File: config.mk
export PLATFORM = sky130hd
export DESIGN_NAME = pct_trace_out
export DESIGN_NICKNAME = d
export VERILOG_FILES = /design/src/pct_nibble_ser.sv /design/src/pct_trace_out.sv
export SDC_FILE = /design/constraint.sdc
export NUM_CORES = 1
export LEC_CHECK = 0
export BUFFER_PORTS_ARGS = -buffer_cell sky130_fd_sc_hd__buf_2
export CAP_MARGIN = 20
export CORE_MARGIN = 8
export CORE_UTILIZATION = 45
export DETAILED_ROUTE_END_ITERATION = 10
export PLACE_DENSITY = 0.66
export SYNTH_ARGS = -nofsm -noshare
export SYNTH_HDL_FRONTEND = slang
export SYNTH_SLANG_ARGS = --single-unit
File: constraint.sdc
create_clock -name mclk_in -period 5.3 [get_ports mclk_in]
set_clock_uncertainty 0.05 [all_clocks]
set_input_delay 0.795 -clock mclk_in [delete_from_list [all_inputs] [get_ports mclk_in]]
set_output_delay 0.795 -clock mclk_in [all_outputs]
set_load 0.02 [all_outputs]
File: src/pct_nibble_ser.sv
// How it works
// - two pipes retiring in one phase assert both retire outputs, one pin per pipe.
// - new indirect-jump target aborts an address transfer, strobes, then sends new address.
// - exception during an address transfer aborts it, strobes, then presents vector code.
// - exception raised by jump, delay slot or target hides the jump entirely.
// - back-to-back exceptions report only the second handler's vector code.
// - retire and jump outputs are active low; high means nothing retired.
// - target strobe with type nibble first, then address or code on the nibble bus.
// - type bits: 0 jump A, 1 exception A, 2 jump B, 3 exception B.
// - target address goes out in eight nibbles, bits 5:2 first.
`timescale 1ns/10ps
package pct_pkg;
  // ----------------------------------------------------------------
  // bus shape and timing
  // ----------------------------------------------------------------
  localparam int NIB_W = 4;
  localparam int ADDR_LSB = 2;
  localparam int ADDR_BEATS = 8;
  localparam int CPU_CYC_PER_BUS = 2;
  localparam int TARGET_CPU_CYCLES = 16;
  localparam logic PHASE_A = 1'b0;
  localparam logic PHASE_B = 1'b1;
  // ----------------------------------------------------------------
  // values after reset
  // ----------------------------------------------------------------
  localparam logic OUT_IDLE_N = 1'b1;
  localparam logic [3:0] NIB_IDLE = 4'h0;
  localparam logic [3:0] CODE_RST = 4'h0;
  // ----------------------------------------------------------------
  // type nibble bit positions
  // ----------------------------------------------------------------
  localparam int TYP_JUMP_A = 0;
  localparam int TYP_EXC_A = 1;
  localparam int TYP_JUMP_B = 2;
  localparam int TYP_EXC_B = 3;
  typedef enum logic [1:0] {
    SER_IDLE = 2'b01,
    SER_SEND = 2'b10
  } pct_ser_st_t;
endpackage

module pct_nibble_ser #(
  parameter int ADDR_W = 32,
  parameter int BEATS = pct_pkg::ADDR_BEATS
) (
  // clock and reset
  input wire logic mclk_in,
  input wire logic srst_in,
  // control
  input wire logic load_in,
  input wire logic abort_in,
  input wire logic step_in,
  input wire logic [ADDR_W-1:0] addr_in,
  // status
  output logic busy_out,
  output logic [pct_pkg::NIB_W-1:0] nibble_out
);
  import pct_pkg::*;
  localparam int SH_W = BEATS * NIB_W;
  localparam int CNT_W = $clog2(BEATS) + 1;
  localparam logic [CNT_W-1:0] LAST_BEAT = CNT_W'(BEATS - 1);

  initial begin
    if (ADDR_W < ADDR_LSB + NIB_W || BEATS < 1)
      $error("pct_nibble_ser: unusable width or beat count");
  end

  pct_ser_st_t st_q;
  logic [SH_W-1:0] sh_q;
  logic [CNT_W-1:0] cnt_q;
  logic [NIB_W-1:0] first_nib;

  assign first_nib = addr_in[ADDR_LSB +: NIB_W];
  assign busy_out = (st_q == SER_SEND);
  assign nibble_out = sh_q[NIB_W-1:0];

  // ----------------------------------------------------------------
  // shifter: load wins over abort and step
  // ----------------------------------------------------------------
  always_ff @(posedge mclk_in) begin
    if (srst_in) begin
      st_q <= SER_IDLE;
      sh_q <= '0;
      cnt_q <= '0;
    end else if (load_in) begin
      st_q <= SER_SEND;
      sh_q <= SH_W'(addr_in >> ADDR_LSB);
      cnt_q <= '0;
    end else begin
      case (st_q)
        SER_SEND: begin
          if (abort_in) begin
            st_q <= SER_IDLE;
          end else if (step_in) begin
            sh_q <= sh_q >> NIB_W;
            cnt_q <= cnt_q + 1'b1;
            if (cnt_q == LAST_BEAT) begin
              st_q <= SER_IDLE;
            end
          end
        end
        default: begin
          st_q <= SER_IDLE;
        end
      endcase
    end
  end
endmodule

File: src/pct_trace_out.sv
`timescale 1ns/10ps
module pct_trace_out #(
  parameter int ADDR_W = 32
) (
  // clock and reset
  input wire logic mclk_in,
  input wire logic srst_in,
  // retirement from the core, one core clock each
  input wire logic pipe0_retire_in,
  input wire logic pipe1_retire_in,
  input wire logic jump_retire_in,
  input wire logic ind_target_retire_in,
  input wire logic [ADDR_W-1:0] target_addr_in,
  // exceptions from the core
  input wire logic exc_taken_in,
  input wire logic [pct_pkg::NIB_W-1:0] exc_code_in,
  input wire logic exc_by_jump_in,
  input wire logic exc_target_retire_in,
  // trace pins
  output logic bus_clock_out,
  output logic pipe0_retire_phase_a_n_out,
  output logic pipe1_retire_phase_a_n_out,
  output logic pipe0_retire_phase_b_n_out,
  output logic pipe1_retire_phase_b_n_out,
  output logic jump_retired_phase_a_n_out,
  output logic jump_retired_phase_b_n_out,
  output logic target_strobe_n_out,
  output logic [pct_pkg::NIB_W-1:0] target_nibble_bus_out
);
  import pct_pkg::*;

  initial begin
    if (ADDR_BEATS * CPU_CYC_PER_BUS != TARGET_CPU_CYCLES)
      $error("pct_trace_out: beat timing inconsistent");
  end

  logic phase_q;
  logic a_p0_q, a_p1_q, a_jr_q, a_jt_q, a_et_q, a_kill_q;
  logic [ADDR_W-1:0] a_addr_q;
  logic [NIB_W-1:0] a_code_q;
  logic [NIB_W-1:0] pend_code_q;
  logic blk_q;
  logic code_pend_q;
  logic [NIB_W-1:0] code_q;
  logic [ADDR_W-1:0] ld_addr_q;
  logic kill_now, blk_now, jt_now, kill_win;
  logic [NIB_W-1:0] cur_code;
  logic [NIB_W-1:0] typ;
  logic ev_any, sel_exc;
  logic [NIB_W-1:0] sel_code;
  logic [ADDR_W-1:0] sel_addr;
  logic ser_load, ser_abort, ser_step, ser_busy;
  logic [NIB_W-1:0] ser_nib;

  // ----------------------------------------------------------------
  // phase and bus clock: a bus cycle is phase A then phase B
  // ----------------------------------------------------------------
  always_ff @(posedge mclk_in) begin
    if (srst_in) begin
      phase_q <= PHASE_A;
      bus_clock_out <= 1'b0;
    end else begin
      phase_q <= ~phase_q;
      bus_clock_out <= (phase_q == PHASE_B);
    end
  end

  // ----------------------------------------------------------------
  // exception bookkeeping
  // ----------------------------------------------------------------
  // a faulting jump or its neighbours never show as a jump
  assign kill_now = exc_taken_in & exc_by_jump_in;
  assign blk_now = blk_q | kill_now;
  assign jt_now = ind_target_retire_in & ~blk_now;
  assign cur_code = exc_taken_in ? exc_code_in : pend_code_q;

  always_ff @(posedge mclk_in) begin
    if (srst_in) begin
      pend_code_q <= CODE_RST;
      blk_q <= 1'b0;
    end else begin
      // a later exception overwrites the unreported code
      if (exc_taken_in) begin
        pend_code_q <= exc_code_in;
      end
      if (kill_now) begin
        blk_q <= 1'b1;
      end else if (exc_target_retire_in) begin
        blk_q <= 1'b0;
      end
    end
  end

  // ----------------------------------------------------------------
  // phase A capture, reported together with phase B
  // ----------------------------------------------------------------
  always_ff @(posedge mclk_in) begin
    if (srst_in) begin
      a_p0_q <= 1'b0;
      a_p1_q <= 1'b0;
      a_jr_q <= 1'b0;
      a_jt_q <= 1'b0;
      a_et_q <= 1'b0;
      a_kill_q <= 1'b0;
      a_addr_q <= '0;
      a_code_q <= CODE_RST;
    end else if (phase_q == PHASE_A) begin
      a_p0_q <= pipe0_retire_in;
      a_p1_q <= pipe1_retire_in;
      a_jr_q <= jump_retire_in;
      a_jt_q <= jt_now;
      a_et_q <= exc_target_retire_in;
      a_kill_q <= kill_now;
      a_addr_q <= target_addr_in;
      a_code_q <= cur_code;
    end
  end

  // ----------------------------------------------------------------
  // window decode, valid in phase B
  // ----------------------------------------------------------------
  assign kill_win = a_kill_q | kill_now;
  always_comb begin
    typ = '0;
    typ[TYP_JUMP_A] = a_jt_q & ~kill_now;
    typ[TYP_EXC_A] = a_et_q;
    typ[TYP_JUMP_B] = jt_now;
    typ[TYP_EXC_B] = exc_target_retire_in;
  end
  assign ev_any = |typ;

  // the later event owns the data cycles that follow
  always_comb begin
    sel_exc = 1'b0;
    sel_code = cur_code;
    sel_addr = target_addr_in;
    if (typ[TYP_EXC_B]) begin
      sel_exc = 1'b1;
    end else if (typ[TYP_JUMP_B]) begin
      sel_exc = 1'b0;
    end else if (typ[TYP_EXC_A]) begin
      sel_exc = 1'b1;
      sel_code = a_code_q;
    end else begin
      sel_addr = a_addr_q;
    end
  end

  assign ser_load = (phase_q == PHASE_B) & ev_any & ~sel_exc;
  assign ser_abort = (phase_q == PHASE_B) & ev_any & sel_exc;
  assign ser_step = (phase_q == PHASE_B) & ~ev_any & ~code_pend_q & ser_busy;

  pct_nibble_ser #(
    .ADDR_W(ADDR_W),
    .BEATS(ADDR_BEATS)
  ) u_ser (
    .mclk_in(mclk_in),
    .srst_in(srst_in),
    .load_in(ser_load),
    .abort_in(ser_abort),
    .step_in(ser_step),
    .addr_in(sel_addr),
    .busy_out(ser_busy),
    .nibble_out(ser_nib)
  );

  // ----------------------------------------------------------------
  // retire pins, updated once a bus cycle
  // ----------------------------------------------------------------
  always_ff @(posedge mclk_in) begin
    if (srst_in) begin
      pipe0_retire_phase_a_n_out <= OUT_IDLE_N;
      pipe1_retire_phase_a_n_out <= OUT_IDLE_N;
      pipe0_retire_phase_b_n_out <= OUT_IDLE_N;
      pipe1_retire_phase_b_n_out <= OUT_IDLE_N;
      jump_retired_phase_a_n_out <= OUT_IDLE_N;
      jump_retired_phase_b_n_out <= OUT_IDLE_N;
    end else if (phase_q == PHASE_B) begin
      // each pipe drives its own pin, so dual retirement asserts both
      pipe0_retire_phase_a_n_out <= ~a_p0_q;
      pipe1_retire_phase_a_n_out <= ~a_p1_q;
      pipe0_retire_phase_b_n_out <= ~pipe0_retire_in;
      pipe1_retire_phase_b_n_out <= ~pipe1_retire_in;
      jump_retired_phase_a_n_out <= ~(a_jr_q & ~kill_win);
      jump_retired_phase_b_n_out <= ~(jump_retire_in & ~kill_win);
    end
  end

  // ----------------------------------------------------------------
  // strobe and nibble bus
  // ----------------------------------------------------------------
  always_ff @(posedge mclk_in) begin
    if (srst_in) begin
      target_strobe_n_out <= OUT_IDLE_N;
      target_nibble_bus_out <= NIB_IDLE;
      code_pend_q <= 1'b0;
      code_q <= CODE_RST;
      ld_addr_q <= '0;
    end else if (phase_q == PHASE_B) begin
      if (ev_any) begin
        // a new target always preempts whatever is on the bus
        target_strobe_n_out <= 1'b0;
        target_nibble_bus_out <= ~typ;
        code_pend_q <= sel_exc;
        if (sel_exc) begin
          code_q <= sel_code;
        end else begin
          ld_addr_q <= sel_addr;
        end
      end else if (code_pend_q) begin
        target_strobe_n_out <= 1'b1;
        target_nibble_bus_out <= code_q;
        code_pend_q <= 1'b0;
      end else if (ser_busy) begin
        target_strobe_n_out <= 1'b1;
        target_nibble_bus_out <= ser_nib;
      end else begin
        target_strobe_n_out <= 1'b1;
        target_nibble_bus_out <= NIB_IDLE;
      end
    end
  end
endmodule

======== Word-level counts from Yosys, hierarchy flattened ========
Cells that the tools add are included.
storage, ports and cells
  logic and storage cells ................. 94
  bits of input ports ..................... 45
  flip-flop bits (word level) ............. 101
cells by class
  add/subtract/negate cells ............... 1
  reductions and logical operators ........ 9
  bitwise logic cells ..................... 28
  eq/ne operators ......................... 5
  mux-type cells .......................... 26
operators by type and width
  kind                                            count
  2-to-1 mux 30 bit                               4
  2-to-1 mux 32 bit                               3
  2-to-1 mux 4 bit                                7
  NOT 1 bit                                       14
  AND 1 bit                                       11
  2-to-1 mux 2 bit                                5
  AND reduction 3 bit                             3
  2-to-1 mux 1 bit                                7
  nonzero test 2 bit                              3
  adder 4 x 1 -> 4 bit (second input constant)    1
  == test 4 x 3 -> 1 bit (second input constant)  1
  != test 4 x 3 -> 1 bit (second input constant)  1
  != test 4 bit (second input constant)           1
  NOT 4 bit                                       1
  OR reduction 4 bit                              1
  == test 2 bit (second input constant)           1
  != test 2 bit (second input constant)           1
  bitwise OR 1 bit                                2
  AND reduction 2 bit                             1
  OR reduction 2 bit                              1

======== Logic depth before layout (Yosys ltp) ========
Gate-level depths: netlist (run 1).
  depth in word-level cells ............... 13
  gate-level depth with buffers ........... 8

======== Cells and area by module ========
From an unflattened synthesis (run 1), not the netlist that was laid out.
second synthesis, totals
  cells, all modules ...................... 485
  area, all modules ....................... 4750.8 um^2
modules (own cells, without submodules)
  module          area each (um^2)  cells each  seq. area each (um^2)  times used
  pct_trace_out   2887.8            296         1301.2                 1
  pct_nibble_ser  1863.0            189         720.7                  1

======== Worst setup path after synthesis (run 1) ========
No wires, ideal clock.
  kind .................................... input -> register
  start ................................... input port exc_taken_in
  end ..................................... register u_ser.st_q[0]
  stages .................................. 8
  arrival time ............................ 2.067 ns
  setup time .............................. 0.122 ns
  data required time ...................... 5.128 ns
  setup slack ............................. 3.061 ns
  cell sequence ........................... buf_4 > and2_2 > nor2_1 > o21a_1 > buf_2 > buf_4 > nor2_1 > a311o_1
between the ends
  cells in the longest elaborated chain, start to end .. 11
  elaborated cells on any way between the ends .. 23
  classes of those cells .................. eq/ne (2); mux (5); bitwise (14); reduce/logical (2)
ends and longest elaborated chain
  item                           RTL line               RTL
  start, declared                pct_trace_out.sv:15    input wire logic exc_taken_in,
  AND 1 bit (*)                  pct_trace_out.sv:72    assign kill_now = exc_taken_in & exc_by_jump_in;
  bitwise OR 1 bit               pct_trace_out.sv:73    assign blk_now = blk_q | kill_now;
  NOT 1 bit                      pct_trace_out.sv:74    assign jt_now = ind_target_retire_in & ~blk_now;
  AND 1 bit                      pct_trace_out.sv:74
  OR reduction 4 bit             pct_trace_out.sv:130   assign ev_any = |typ;
  NOT 1 bit                      pct_trace_out.sv:151   assign ser_step = (phase_q == PHASE_B) & ~ev_any & ~code_pend_q & ser_busy;
  AND 1 bit (3 in a row)         pct_trace_out.sv:151
  != test 4 bit (no line)        n/a
  AND reduction 2 bit (no line)  n/a
  end signal, assigned           pct_nibble_ser.sv:93   st_q <= SER_IDLE;
  end signal, assigned           pct_nibble_ser.sv:98   st_q <= SER_IDLE;
  end signal, assigned           pct_nibble_ser.sv:103  st_q <= SER_IDLE;
  end, declared                  pct_nibble_ser.sv:68   pct_ser_st_t st_q;
Every way passes the cells marked *; elsewhere a longest branch is shown, timed or not.
A chain may end at the register's enable or synchronous reset.

======== Final worst setup path (run 1) ========
  start ................................... register phase_q
  end ..................................... register u_ser.sh_q[13]
between the ends
  cells in the longest elaborated chain, start to end .. 5
  elaborated cells on any way between the ends .. 11
  classes of those cells .................. eq/ne (1); mux (1); bitwise (6); reduce/logical (3)
ends and longest elaborated chain
  item                           RTL line              RTL
  start, declared                pct_trace_out.sv:37   logic phase_q;
  start signal, assigned         pct_trace_out.sv:63   phase_q <= ~phase_q;
  AND 1 bit (3 in a row)         pct_trace_out.sv:151
  nonzero test 2 bit (no line)   n/a
  AND reduction 3 bit (no line)  n/a
  end signal, assigned           pct_nibble_ser.sv:87  sh_q <= SH_W'(addr_in >> ADDR_LSB);
  end signal, assigned           pct_nibble_ser.sv:95  sh_q <= sh_q >> NIB_W;
  end, declared                  pct_nibble_ser.sv:69  logic [SH_W-1:0] sh_q;
Parallel ways exist; a longest one is shown, timed or not.

==> results of run 1 <==
==> routing by layer <==
layer / track usage / up-vias / share of wire
met4: 0.0683 / 0 / 0.019
met2: 0.242 / 46 / 0.49
li1: - / 1686 / -
met5: 0 / - / 0
met1: 0.176 / 1568 / 0.46
met3: 0.0327 / 11 / 0.033
==> where the power goes <==
group          switching (W)  total (W)  internal, W
registers          0.0000205   0.000805     0.000784
clock network       0.000265   0.000545     0.000280
logic               0.000113   0.000195    0.0000814
==> placed cells by master (no fill, tap or decap), types with 2 or more instances in the layout <==
cell / instances
sky130_fd_sc_hd__a2111oi_2: 26
sky130_fd_sc_hd__a211oi_1: 4
sky130_fd_sc_hd__a21oi_1: 18
sky130_fd_sc_hd__buf_2: 53
sky130_fd_sc_hd__buf_4: 4
sky130_fd_sc_hd__bufinv_16: 2
sky130_fd_sc_hd__clkbuf_8: 10
sky130_fd_sc_hd__clkinv_2: 2
sky130_fd_sc_hd__dfxtp_1: 98
sky130_fd_sc_hd__inv_1: 5
sky130_fd_sc_hd__mux2_2: 4
sky130_fd_sc_hd__mux2i_1: 62
sky130_fd_sc_hd__nand2_1: 32
sky130_fd_sc_hd__nand2b_1: 7
sky130_fd_sc_hd__nand3_1: 7
sky130_fd_sc_hd__nor2_1: 82
sky130_fd_sc_hd__nor2b_1: 3
sky130_fd_sc_hd__nor3_1: 32
sky130_fd_sc_hd__o2111ai_1: 3
sky130_fd_sc_hd__o211ai_1: 2
sky130_fd_sc_hd__o21ai_0: 6
sky130_fd_sc_hd__o31ai_1: 6
sky130_fd_sc_hd__o32ai_1: 2
sky130_fd_sc_hd__xnor2_1: 3
==> cells in the mapped netlist (2+ instances only) <==
library cell                count
sky130_fd_sc_hd__a211oi_1       4
sky130_fd_sc_hd__clkbuf_1      17
sky130_fd_sc_hd__a21oi_1       18
sky130_fd_sc_hd__nand3_1        7
sky130_fd_sc_hd__a2111oi_2     26
sky130_fd_sc_hd__o2111ai_1      3
sky130_fd_sc_hd__xnor2_1        3
sky130_fd_sc_hd__nor2b_1        3
sky130_fd_sc_hd__mux2i_1       62
sky130_fd_sc_hd__o31ai_1        6
sky130_fd_sc_hd__o21ai_0        6
sky130_fd_sc_hd__dfxtp_1       99
sky130_fd_sc_hd__buf_6          3
sky130_fd_sc_hd__nor2_1        82
sky130_fd_sc_hd__o32ai_1        2
sky130_fd_sc_hd__o211ai_1       2
sky130_fd_sc_hd__nand2_1       32
sky130_fd_sc_hd__buf_2          9
sky130_fd_sc_hd__inv_1          5
sky130_fd_sc_hd__nand2b_1       7
sky130_fd_sc_hd__mux2_2         4
sky130_fd_sc_hd__nor3_1        32
sky130_fd_sc_hd__buf_1          2
sky130_fd_sc_hd__buf_4          6
==> state kept, by name, summed over array words and instances, names as in the netlist, 2 cells and up <==
register / flops
a_addr_q: 30
a_code_q: 4
code_q: 4
pend_code_q: 4
target_nibble_bus_out: 4
u_ser.cnt_q: 4
u_ser.sh_q: 30
u_ser.st_q: 2
==> per-stage QoR <==
| stage | hold slack (ps) | setup slack (ps) | cell area [um2] | instances | total power (W) |
|---|---|---|---|---|---|
| floorplan | 378 | 3060 | 4370 | 456 | 0.000967 |
| global placement | 393 | 2250 | 4640 | 609 | 0.00101 |
| detailed placement | 404 | 2180 | 4640 | 609 | 0.00102 |
| CTS | 422 | 2270 | 4860 | 625 | 0.00156 |
| global route | 435 | 1990 | 4890 | 626 | 0.00162 |
| finish | 419 | 2290 | 4890 | 626 | 0.00154 |
==> worst register-to-register path, delay by kind of cell, from the launching register on <==
| kind | cells | cell delay (ps) |
|---|---|---|
| simple gates | 2 | 470 |
| flops | 1 | 320 |
| compound gates | 2 | 910 |
| buf+inv | 2 | 1150 |
==> cell type report <==
| class | count | area [um2] | share of cell area |
|---|---|---|---|
| inverter | 5 | 18.8 | 0.00384 |
| timing repair buffer | 58 | 323 | 0.0660 |
| clock buffer | 10 | 138 | 0.0281 |
| tap | 133 | 166 | 0.0340 |
| sequential | 99 | 1980 | 0.405 |
| clock inverter | 6 | 87.6 | 0.0179 |
| multi-input combinational | 315 | 2170 | 0.445 |
==> worst min-delay path by stage <==
stage,endpoint,slack [ps],cells past startpoint,start
final,u_ser.sh_q[28],420,2,u_ser.sh_q[28]
after global routing,a_p1_q,440,2,a_p1_q
after CTS,u_ser.sh_q[28],420,2,u_ser.sh_q[28]
after detailed placement,a_code_q[2],400,2,a_code_q[2]
after global placement,a_code_q[2],390,2,a_code_q[2]
after floorplan,a_code_q[1],380,2,a_code_q[1]
==> cell families after synthesis <==
group	count (synthesis)
buf+inv	42
fa+ha+maj	1
flops	99
xor+xnor	3
compound gates	77
mux	66
simple gates	168
==> impl_metrics.sql, run 1 <==
INSERT INTO impl_metrics (metric_group, metric, value, unit) VALUES
('routing', 'wl_per_cell', '14.3', 'um'),
('worst_setup_path', 'critical_path_buf_inv_count', '2', ''),
('cts', 'cts_num_sinks', '99', ''),
('final_layout', 'nNetsFinal', '534', ''),
('cts', 'cts_buffers', '9', ''),
('final_layout', 'post_route_cells_drive_above_1_share', '0.229', ''),
('worst_setup_path', 'critical_path.top_delay_family', 'buffers and inverters', ''),
('routing', 'drt_pre_antenna_iters', '4', ''),
('cts', 'cts_resized', '0', ''),
('routing', 'drt-initial-drc-count', '161', ''),
('worst_setup_path', 'r2r-end', 'u_ser.sh_q[13]', ''),
('worst_setup_path', 'worstSetupStartpoint', 'phase_q', ''),
('worst_setup_path', 'crit_fanout', '66', ''),
('worst_setup_path', 'startpoint_class_of_the_critical_path', 'register', ''),
('worst_setup_path', 'cp_max_stage_cell', 'sky130_fd_sc_hd__o21a_2', ''),
('sta', 'setup_total_negative_slack', '0', 'ps'),
('yosys', 'synthFlopType', 'sky130_fd_sc_hd__dfxtp_1', ''),
('sta', 'layout_worst_path_cycle_share', '0.568', ''),
('run', 'drv.max_cap_violation_count', '0', ''),
('sta', 'worst_pin_slew', '877', 'ps'),
('place', 'numPortBuffers', '54', ''),
('sta', 'period_needed', '3010', 'ps'),
('cts', 'clock_tree.buffer_depth', '2', ''),
('sta', 'max_freq', '332', 'MHz'),
('routing', 'total_routed_length', '8940', 'um'),
('yosys', 'synth_top_family_by_area', 'compound AO/OA/AOI/OAI gates', ''),
('grt', 'via_count_of_the_first_global_routing_pass', '3310', ''),
('yosys', 'compound_gate_portion_of_the_synthesized_area', '0.169', ''),
('yosys', 'synth_fa_ha_area_frac', '0.00286', ''),
('routing', 'routed_via_density', '5.29', ''),
('worst_setup_path', 'arrival_time_of_data_at_the_critical_path_endpoint', '3220', 'ps'),
('yosys', 'leading_area_contributor_after_synthesis', 'sky130_fd_sc_hd__dfxtp_1', ''),
('power_and_ir_drop', 'static-leakage-power', '1.90', 'nW'),
('floorplan', 'core.rowCount', '36', ''),
('yosys', 'ys_ff_latch', '99', ''),
('worst_setup_path', 'cell_breakdown_of_the_critical_path', 'buf_4, nor2b_1, o21a_2, buf_4, nor3_1, a2111oi_2', ''),
('worst_setup_path', 'setup.reg_to_reg.worst_slack', '2290', 'ps'),
('cts', 'cts-root-buf', 'sky130_fd_sc_hd__clkbuf_8', ''),
('floorplan', 'io_pins', '57', ''),
('worst_setup_path', 'stage_delay_of_the_slowest_cell_on_the_critical_path', '680', 'ps'),
('yosys', 'post_synth_num_cell_types', '40', ''),
('yosys', 'cells_after_synth', '456', ''),
('cts', 'total_of_hold_buffers_inserted_after_clock_tree_synthesis', '0', ''),
('cts', 'clock_tree.htree_level_count', '3', ''),
('grt', 'grt_max_degree', '100', ''),
('worst_setup_path', 'reg2reg_from', 'phase_q', ''),
('status', 'result_of_the_run', 'finished, final reports clean', ''),
('final_layout', 'finish.utilization', '0.510', ''),
('worst_setup_path', 'timing.critical_path.to_type', 'register', ''),
('min_path', 'worstHoldPathType', 'register to register', ''),
('final_layout', 'n_antenna_cell', '0', ''),
('sta', 'report.final.slew_viol_count', '0', ''),
('yosys', 'count_of_warnings_emitted_by_yosys', '0', ''),
('cts', 'worst_setup_hold_path_clk_slew', '90', 'ps'),
('worst_setup_path', 'cp_data_required_time', '5510', 'ps'),
('final_layout', 'n_fill_cell', '932', ''),
('yosys', 'synth_largest_type_area_fraction', '0.454', ''),
('yosys', 'synth.avg_cell_area', '9.58', 'um2'),
('floorplan', 'die_area', '13100', 'um2'),
('sta', 'final_hold_viol_count', '0', ''),
('worst_setup_path', 'reg2reg_depth', '6', ''),
('cts', 'post_cts_setup_repair_buffer_count', '0', ''),
('cts', 'clock_latency', '370', 'ps'),
('worst_setup_path', 'path_depth', '6', ''),
('floorplan', 'floorplan.die.width', '115', 'um'),
('routing', 'detailroute.via_count', '3311', ''),
('cts', 'tritoncts_clock_tree', 'built', ''),
('power_and_ir_drop', 'worst_ir_drop_vdd', '0.000165', 'V'),
('place', 'gpl.final_weighted_congestion', '0.748', ''),
('grt', 'globalRouteOverflowTotal', '0', ''),
('yosys', 'synth_xor_area_frac', '0.00601', '');
Power figures use the tool's default switching activity.
==> inputs of run 2 (changes only) <==
clock period = 2.81 ns   (was 5.3 ns; I/O delays follow)
==> run 2 against run 1 <==
Worst setup slack got worse by 1500 ps; first-iteration DRC count fell by 16%; fmax up 47%; clock-buffer cell count decreased by 1; sequential share of layout area decreased by 0.70 points; hold slack lost 170 ps; core utilization increased by 0.90 points; critical path depth down 1; die area stayed put; sequential power is 89% higher; total power increased by 98%; global-route usage is 0.23 points lower; largest power group unchanged; highest routed layer unchanged.
==> impl_metrics.sql, run 2 (synthesis gave the netlist of run 1 again) <==
INSERT INTO impl_metrics (metric_group, metric, value, unit) VALUES
('status', 'result_of_the_run', 'finished, final reports clean', ''),
('cts', 'cts_buffers', '9', ''),
('cts', 'tritoncts_clock_tree', 'built', ''),
('worst_setup_path', 'timing.critical_path.to_type', 'register', ''),
('routing', 'routed_via_density', '5.25', ''),
('routing', 'drt_pre_antenna_iters', '4', ''),
('worst_setup_path', 'startpoint_class_of_the_critical_path', 'register', ''),
('worst_setup_path', 'r2r-end', 'u_ser.sh_q[24]', ''),
('cts', 'clock_latency', '370', 'ps'),
('floorplan', 'initial_utilization', '0.455', ''),
('final_layout', 'post_route_cells_drive_above_1_share', '0.235', ''),
('worst_setup_path', 'crit_fanout', '30', ''),
('final_layout', 'mostFrequentLayoutCell', 'sky130_fd_sc_hd__dfxtp_1', ''),
('grt', 'antenna_found_initial', '0', ''),
('place', 'postPlaceCellArea', '4710', 'um2'),
('worst_setup_path', 'reg2reg_from', 'u_ser.st_q[1]', ''),
('floorplan', 'floorplan.core_area', '9590', 'um2'),
('routing', 'drc', '0', ''),
('final_layout', 'most-common-layout-cells', 'sky130_fd_sc_hd__dfxtp_1, sky130_fd_sc_hd__nor2_1, sky130_fd_sc_hd__mux2i_1', ''),
('place', 'numPortBuffers', '54', ''),
('routing', 'wl_per_cell', '14.4', 'um'),
('cts', 'cts_num_sinks', '99', ''),
('grt', 'via_count_of_the_first_global_routing_pass', '3287', ''),
('grt', 'grt_max_degree', '66', ''),
('sta', 'final_hold_viol_count', '0', ''),
('grt', 'wire_length_of_the_first_global_routing_pass', '15200', 'um'),
('final_layout', 'area_growth_syn_to_layout', '13.9', '%'),
('grt', 'grt_use_met2', '0.237', ''),
('power_and_ir_drop', 'worst_ir_drop_vdd', '0.000310', 'V'),
('power_and_ir_drop', 'static-leakage-power', '1.93', 'nW'),
('grt', 'globalRouteTotalUtil', '0.144', ''),
('min_path', 'worstHoldPathType', 'input port to register', ''),
('floorplan', 'floorplan.die.width', '115', 'um'),
('worst_setup_path', 'arrival_time_of_data_at_the_critical_path_endpoint', '2220', 'ps'),
('worst_setup_path', 'setup.reg_to_reg.worst_slack', '760', 'ps'),
('sta', 'setup_total_negative_slack', '0', 'ps'),
('routing', 'detailroute.via_count', '3308', ''),
('routing', 'total_routed_length', '9060', 'um'),
('worst_setup_path', 'reg2reg_depth', '5', ''),
('cts', 'post_cts_setup_repair_buffer_count', '0', ''),
('sta', 'fin_ws', '757', 'ps'),
('routing', 'detail-route-antenna-nets', '0', ''),
('final_layout', 'design_area', '4980', 'um2'),
('routing', 'drt-initial-drc-count', '136', ''),
('place', 'detailedPlace.worstSlack', '472', 'ps'),
('final_layout', 'nNetsFinal', '538', ''),
('floorplan', 'core.rowCount', '36', ''),
('final_layout', 'largestRegisters', 'a_addr_q: 30 flops, u_ser.sh_q: 30 flops', ''),
('floorplan', 'io_pins', '57', ''),
('sta', 'grt_setup_unrepaired', 'no', ''),
('cts', 'total_of_hold_buffers_inserted_after_clock_tree_synthesis', '0', ''),
('worst_setup_path', 'worst_setup_path_endpoint', 'u_ser.sh_q[24]', ''),
('cts', 'clock_tree.htree_level_count', '3', ''),
('final_layout', 'n_antenna_cell', '0', ''),
('sta', 'timing.max_slew.rel_slack', '0.427', ''),
('sta', 'period_needed', '2050', 'ps'),
('place', 'post_dp_hpwl', '5940', 'um'),
('grt', 'use_met1', '0.177', ''),
('sta', 'worst_pin_slew', '860', 'ps'),
('sta', 'layout_worst_path_cycle_share', '0.731', ''),
('sta', 'max_freq', '487', 'MHz'),
('grt', 'global_route.usage.met3', '0.0206', ''),
('cts', 'worst_setup_hold_path_clk_slew', '100', 'ps'),
('floorplan', 'die-height', '115', 'um'),
('worst_setup_path', 'worstSetupStartpoint', 'u_ser.st_q[1]', ''),
('sta', 'report.final.slew_viol_count', '0', ''),
('worst_setup_path', 'cp_data_required_time', '2980', 'ps'),
('sta', 'timing.final.setup_violations', '0', ''),
('place', 'gpl.final_weighted_congestion', '0.790', ''),
('worst_setup_path', 'timing.setup.critical_path_class', 'register to register', ''),
('grt', 'global_route_layer_with_the_greatest_usage', 'met2', ''),
('grt', 'globalRouteOverflowTotal', '0', ''),
('floorplan', 'die_area', '13100', 'um2'),
('power_and_ir_drop', 'power.density_cell_area', '615', 'nW/um2'),
('run', 'drv.max_cap_violation_count', '0', ''),
('cts', 'clock_tree.buffer_depth', '2', ''),
('cts', 'cts_resized', '0', ''),
('cts', 'cts-root-buf', 'sky130_fd_sc_hd__clkbuf_8', '');
## run 2: cell count changes in the layout (fill, tap and decap cells not counted)
cell | previous run | this run
sky130_fd_sc_hd__clkbuf_8 | 10 | 9
sky130_fd_sc_hd__bufinv_16 | 2 | 4
sky130_fd_sc_hd__buf_16 | 1 | 0
sky130_fd_sc_hd__clkinvlp_4 | 0 | 2
sky130_fd_sc_hd__buf_4 | 4 | 6
sky130_fd_sc_hd__inv_6 | 1 | 0
sky130_fd_sc_hd__buf_12 | 0 | 3
sky130_fd_sc_hd__clkinv_2 | 2 | 1
sky130_fd_sc_hd__clkinv_4 | 1 | 0
## run 2: routing by layer
layer / up-vias / wire length [um]
li1: 1691 / -
met3: 15 / 241
met5: - / 0
met2: 51 / 4300
met1: 1551 / 4310
met4: 0 / 211
## run 2: cell type report
cell class / instances / area, um2
clock buffer: 9 / 124
clock inverter: 7 / 140
fill: 884 / 4620
inverter: 5 / 18.8
multi-input combinational: 315 / 2170
sequential: 99 / 1980
tap: 133 / 166
timing repair buffer: 62 / 370
## run 2: worst min path at each step
stage / start / to / slack (ps) / cells after the start
final: target_addr_in[25] / a_addr_q[25] / 250 / 3
after global routing: target_addr_in[25] / a_addr_q[25] / 250 / 3
after floorplan: a_code_q[1] / a_code_q[1] / 380 / 2
after global placement: a_code_q[2] / a_code_q[2] / 390 / 2
after detailed placement: a_code_q[2] / a_code_q[2] / 400 / 2
after CTS: target_addr_in[25] / a_addr_q[25] / 230 / 3
## run 2: stage by stage
stage / hold slack [ps] / power (W) / util / cells
2_1_floorplan: 378 / 0.00182 / - / 456
4_1_cts: 230 / 0.00309 / 0.519 / 630
5_1_grt: 246 / 0.00319 / 0.519 / 630
3_5_place_dp: 401 / 0.00193 / 0.491 / 614
6_report: 246 / 0.00306 / 0.519 / 630
3_3_place_gp: 394 / 0.00191 / 0.491 / 614
## run 2: critical path: stages, from the launching register on
cell and delay, ps:
sky130_fd_sc_hd__dfxtp_1 310, sky130_fd_sc_hd__nor2b_1 350, sky130_fd_sc_hd__nand4b_1 300, sky130_fd_sc_hd__or2_2 600
sky130_fd_sc_hd__nor2_1 220, sky130_fd_sc_hd__a2111oi_2 80
## run 2: report_power, final
group          internal (W)  switching (W)
Sequential          0.00148      0.0000376
Combinational      0.000159       0.000217
Clock              0.000679       0.000490
==> inputs of run 3 (changes only) <==
ABC_AREA = 1   (was unset)
PLACE_DENSITY = 0.68   (was 0.66)
clock period = 1.8 ns   (was 2.81 ns; I/O delays follow)
==> run 3 against run 2 <==
Critical path depth increased by 2; synthesized area decreased by 2.1%; total power increased by 55%; cell count increased by 22%; worst setup slack got worse by 560 ps; combinational power increased by 57%; critical path type unchanged; largest power group unchanged.
==> impl_metrics.sql, run 3 <==
INSERT INTO impl_metrics (metric_group, metric, value, unit) VALUES
('routing', 'wl_per_cell', '12.6', 'um'),
('final_layout', 'post_route_cells_drive_above_1_share', '0.158', ''),
('yosys', 'yosysSeqAreaShare', '0.463', ''),
('status', 'result_of_the_run', 'finished, final reports clean', ''),
('place', 'numPortBuffers', '54', ''),
('run', 'drv.max_cap_violation_count', '0', ''),
('grt', 'grt_max_degree', '38', ''),
('cts', 'clock_latency', '370', 'ps'),
('routing', 'drc', '0', ''),
('cts', 'cts_num_sinks', '99', ''),
('yosys', 'syn-cell-area', '4280', 'um2'),
('final_layout', 'n_antenna_cell', '0', ''),
('grt', 'globalRouteOverflowTotal', '0', ''),
('cts', 'clock_tree.buffer_depth', '2', ''),
('worst_setup_path', 'stage_delay_of_the_slowest_cell_on_the_critical_path', '360', 'ps'),
('yosys', 'post_synth_num_cell_types', '31', ''),
('final_layout', 'area_growth_syn_to_layout', '16.4', '%'),
('sta', 'period_needed', '1600', 'ps'),
('floorplan', 'die_area', '12900', 'um2'),
('worst_setup_path', 'timing.setup.critical_path_class', 'register to register', ''),
('min_path', 'worstHoldPathType', 'input port to register', ''),
('sta', 'report.final.slew_viol_count', '0', ''),
('power_and_ir_drop', 'power.density_cell_area', '951', 'nW/um2'),
('final_layout', 'largestRegisters', 'a_addr_q: 30 flops, u_ser.sh_q: 30 flops', ''),
('sta', 'grt_setup_unrepaired', 'no', ''),
('place', 'gpl.final_weighted_congestion', '0.821', ''),
('yosys', 'synth_top_family_by_area', 'simple AND/OR/NAND/NOR gates', ''),
('yosys', 'synthFlopType', 'sky130_fd_sc_hd__dfxtp_1', ''),
('final_layout', 'most-common-layout-cells', 'sky130_fd_sc_hd__nand2_1, sky130_fd_sc_hd__dfxtp_1, sky130_fd_sc_hd__nor2_1', ''),
('worst_setup_path', 'worstSetupStartpoint', 'a_et_q', ''),
('worst_setup_path', 'reg2reg_depth', '7', ''),
('floorplan', 'core.rowCount', '35', ''),
('worst_setup_path', 'crit_fanout', '26', ''),
('sta', 'setup_total_negative_slack', '0', 'ps'),
('worst_setup_path', 'timing.critical_path.to_type', 'register', ''),
('yosys', 'synth_fa_ha_area_frac', '0.00293', ''),
('routing', 'detailroute.via_count', '3770', ''),
('yosys', 'syn-num-nets', '630', ''),
('final_layout', 'mostFrequentLayoutCell', 'sky130_fd_sc_hd__nand2_1', ''),
('yosys', 'leading_area_contributor_after_synthesis', 'sky130_fd_sc_hd__dfxtp_1', ''),
('worst_setup_path', 'r2r-end', 'u_ser.sh_q[23]', ''),
('yosys', 'synth_xor_area_frac', '0.00410', ''),
('yosys', 'compound_gate_portion_of_the_synthesized_area', '0.135', ''),
('floorplan', 'die-height', '113', 'um'),
('worst_setup_path', 'arrival_time_of_data_at_the_critical_path_endpoint', '1850', 'ps'),
('sta', 'max_freq', '624', 'MHz'),
('yosys', 'synth-edff-count', '0', ''),
('grt', 'antenna_found_initial', '0', ''),
('worst_setup_path', 'cp_max_stage_cell', 'sky130_fd_sc_hd__dfxtp_1', ''),
('final_layout', 'layout.cells.non_filler', '767', ''),
('sta', 'worst_pin_slew', '441', 'ps'),
('routing', 'routed_via_density', '4.92', ''),
('cts', 'tritoncts_clock_tree', 'built', ''),
('worst_setup_path', 'reg2reg_from', 'a_et_q', ''),
('place', 'placed_cells', '751', ''),
('routing', 'detail-route-antenna-nets', '0', ''),
('final_layout', 'nNetsFinal', '679', ''),
('yosys', 'synth_mux_area_frac', '0', ''),
('worst_setup_path', 'startpoint_class_of_the_critical_path', 'register', ''),
('power_and_ir_drop', 'worst_ir_drop_vdd', '0.000421', 'V'),
('cts', 'cts-root-buf', 'sky130_fd_sc_hd__clkbuf_8', ''),
('sta', 'timing.max_slew.rel_slack', '0.703', ''),
('final_layout', 'n_fill_cell', '909', ''),
('worst_setup_path', 'worst_setup_path_endpoint', 'u_ser.sh_q[23]', ''),
('grt', 'via_count_of_the_first_global_routing_pass', '3737', ''),
('yosys', 'post_synth_and_or_nand_nor_area_fraction', '0.307', ''),
('grt', 'globalRouteTotalUtil', '0.159', ''),
('floorplan', 'io_pins', '57', ''),
('yosys', 'cells_after_synth', '584', ''),
('yosys', 'ys_ff_latch', '99', ''),
('cts', 'total_of_hold_buffers_inserted_after_clock_tree_synthesis', '0', ''),
('cts', 'post_cts_setup_repair_buffer_count', '0', ''),
('sta', 'final_hold_viol_count', '0', ''),
('yosys', 'yosys-top-cells-area', 'sky130_fd_sc_hd__dfxtp_1, sky130_fd_sc_hd__nand2_1, sky130_fd_sc_hd__o21ai_0', ''),
('worst_setup_path', 'cell_breakdown_of_the_critical_path', 'nor2_2, nand3_4, nor2_4, nand3_4, nand2_4, nor2_1, nor2_1', ''),
('power_and_ir_drop', 'static-leakage-power', '2.16', 'nW'),
('cts', 'cts_buffers', '9', ''),
('yosys', 'async_reset_ff_frac', '0', ''),
('floorplan', 'initial_utilization', '0.463', ''),
('cts', 'clock_tree.htree_level_count', '3', ''),
('cts', 'worst_setup_hold_path_clk_slew', '100', 'ps'),
('grt', 'wire_length_of_the_first_global_routing_pass', '16900', 'um'),
('floorplan', 'floorplan.die.width', '113', 'um'),
('routing', 'drt_pre_antenna_iters', '4', ''),
('worst_setup_path', 'cp_data_required_time', '2050', 'ps'),
('routing', 'drt-initial-drc-count', '248', ''),
('yosys', 'most_frequent_cells_after_synthesis', 'sky130_fd_sc_hd__nand2_1, sky130_fd_sc_hd__dfxtp_1, sky130_fd_sc_hd__nor2_1, sky130_fd_sc_hd__o21ai_0, sky130_fd_sc_hd__inv_1', ''),
('cts', 'cts_resized', '0', ''),
('routing', 'total_routed_length', '9680', 'um'),
('place', 'post_dp_hpwl', '6690', 'um'),
('yosys', 'library_cell_with_the_highest_instance_count_after_synthesis', 'sky130_fd_sc_hd__nand2_1', ''),
('worst_setup_path', 'setup.reg_to_reg.worst_slack', '200', 'ps'),
('sta', 'layout_worst_path_cycle_share', '0.891', ''),
('yosys', 'synth.avg_cell_area', '7.32', 'um2'),
('sta', 'timing.final.setup_violations', '0', ''),
('floorplan', 'floorplan.core_area', '9240', 'um2'),
('yosys', 'count_of_warnings_emitted_by_yosys', '0', ''),
('yosys', 'synth_largest_type_area_fraction', '0.463', '');
-- run 3: cell families after synthesis --
family | count (synthesis)
adder cells (fa/ha/maj) | 1
AND/OR/NAND/NOR | 286
flip-flops | 99
buffers and inverters | 90
XOR/XNOR | 2
AO/OA/AOI/OAI | 106
-- run 3: cell type report --
type,count,area [um2],area share
multi-input combinational,395,1920,0.386
inverter,60,225,0.0452
timing repair buffer,68,438,0.0880
sequential,99,1980,0.398
tap,129,161,0.0324
clock inverter,6,113,0.0226
clock buffer,10,138,0.0276
-- run 3: routing by layer --
| layer | global-route usage | part of all wire | up-vias |
|---|---|---|---|
| met4 | 0.0622 | 0.013 | 0 |
| met2 | 0.269 | 0.47 | 58 |
| met3 | 0.0328 | 0.035 | 10 |
| met1 | 0.195 | 0.48 | 1738 |
| met5 | 0 | 0 | - |
| li1 | - | - | 1964 |
-- run 3: worst max-delay path: cells and delay by family (launching register included) --
kind,cells,cell delay (ps)
and+or+nand+nor,7,1110
DFF,1,360
-- run 3: where the power goes --
| part | total [W] | switching, W | leakage (nW) | internal [W] |
|---|---|---|---|---|
| registers | 0.00239 | 0.0000627 | 0.815 | 0.00233 |
| logic | 0.000590 | 0.000360 | 1.22 | 0.000230 |
| clock network | 0.00175 | 0.000786 | 0.126 | 0.000964 |
-- run 3: worst min-delay path by stage --
stage,startpoint,end,slack [ps],depth (start not counted)
5_1_grt,jump_retire_in,jump_retired_phase_b_n_out,50,2
3_3_place_gp,a_jr_q,jump_retired_phase_a_n_out,380,1
6_report,jump_retire_in,jump_retired_phase_b_n_out,50,2
4_1_cts,jump_retire_in,jump_retired_phase_b_n_out,40,2
2_1_floorplan,pipe0_retire_in,pipe0_retire_phase_b_n_out,310,1
3_5_place_dp,a_addr_q[11],a_addr_q[11],390,2
-- run 3: stage by stage --
stage          hold WS (ps)  setup slack, ps  utilization  total power [W]  instance area, um2
2_1_floorplan           310              367            -          0.00283                4280
3_3_place_gp            383              171        0.512          0.00302                4730
3_5_place_dp            390              158        0.512          0.00304                4730
4_1_cts                37.0              181        0.539          0.00477                4980
5_1_grt                46.9             37.1        0.539          0.00496                4980
6_report               53.7              196        0.539          0.00473                4980
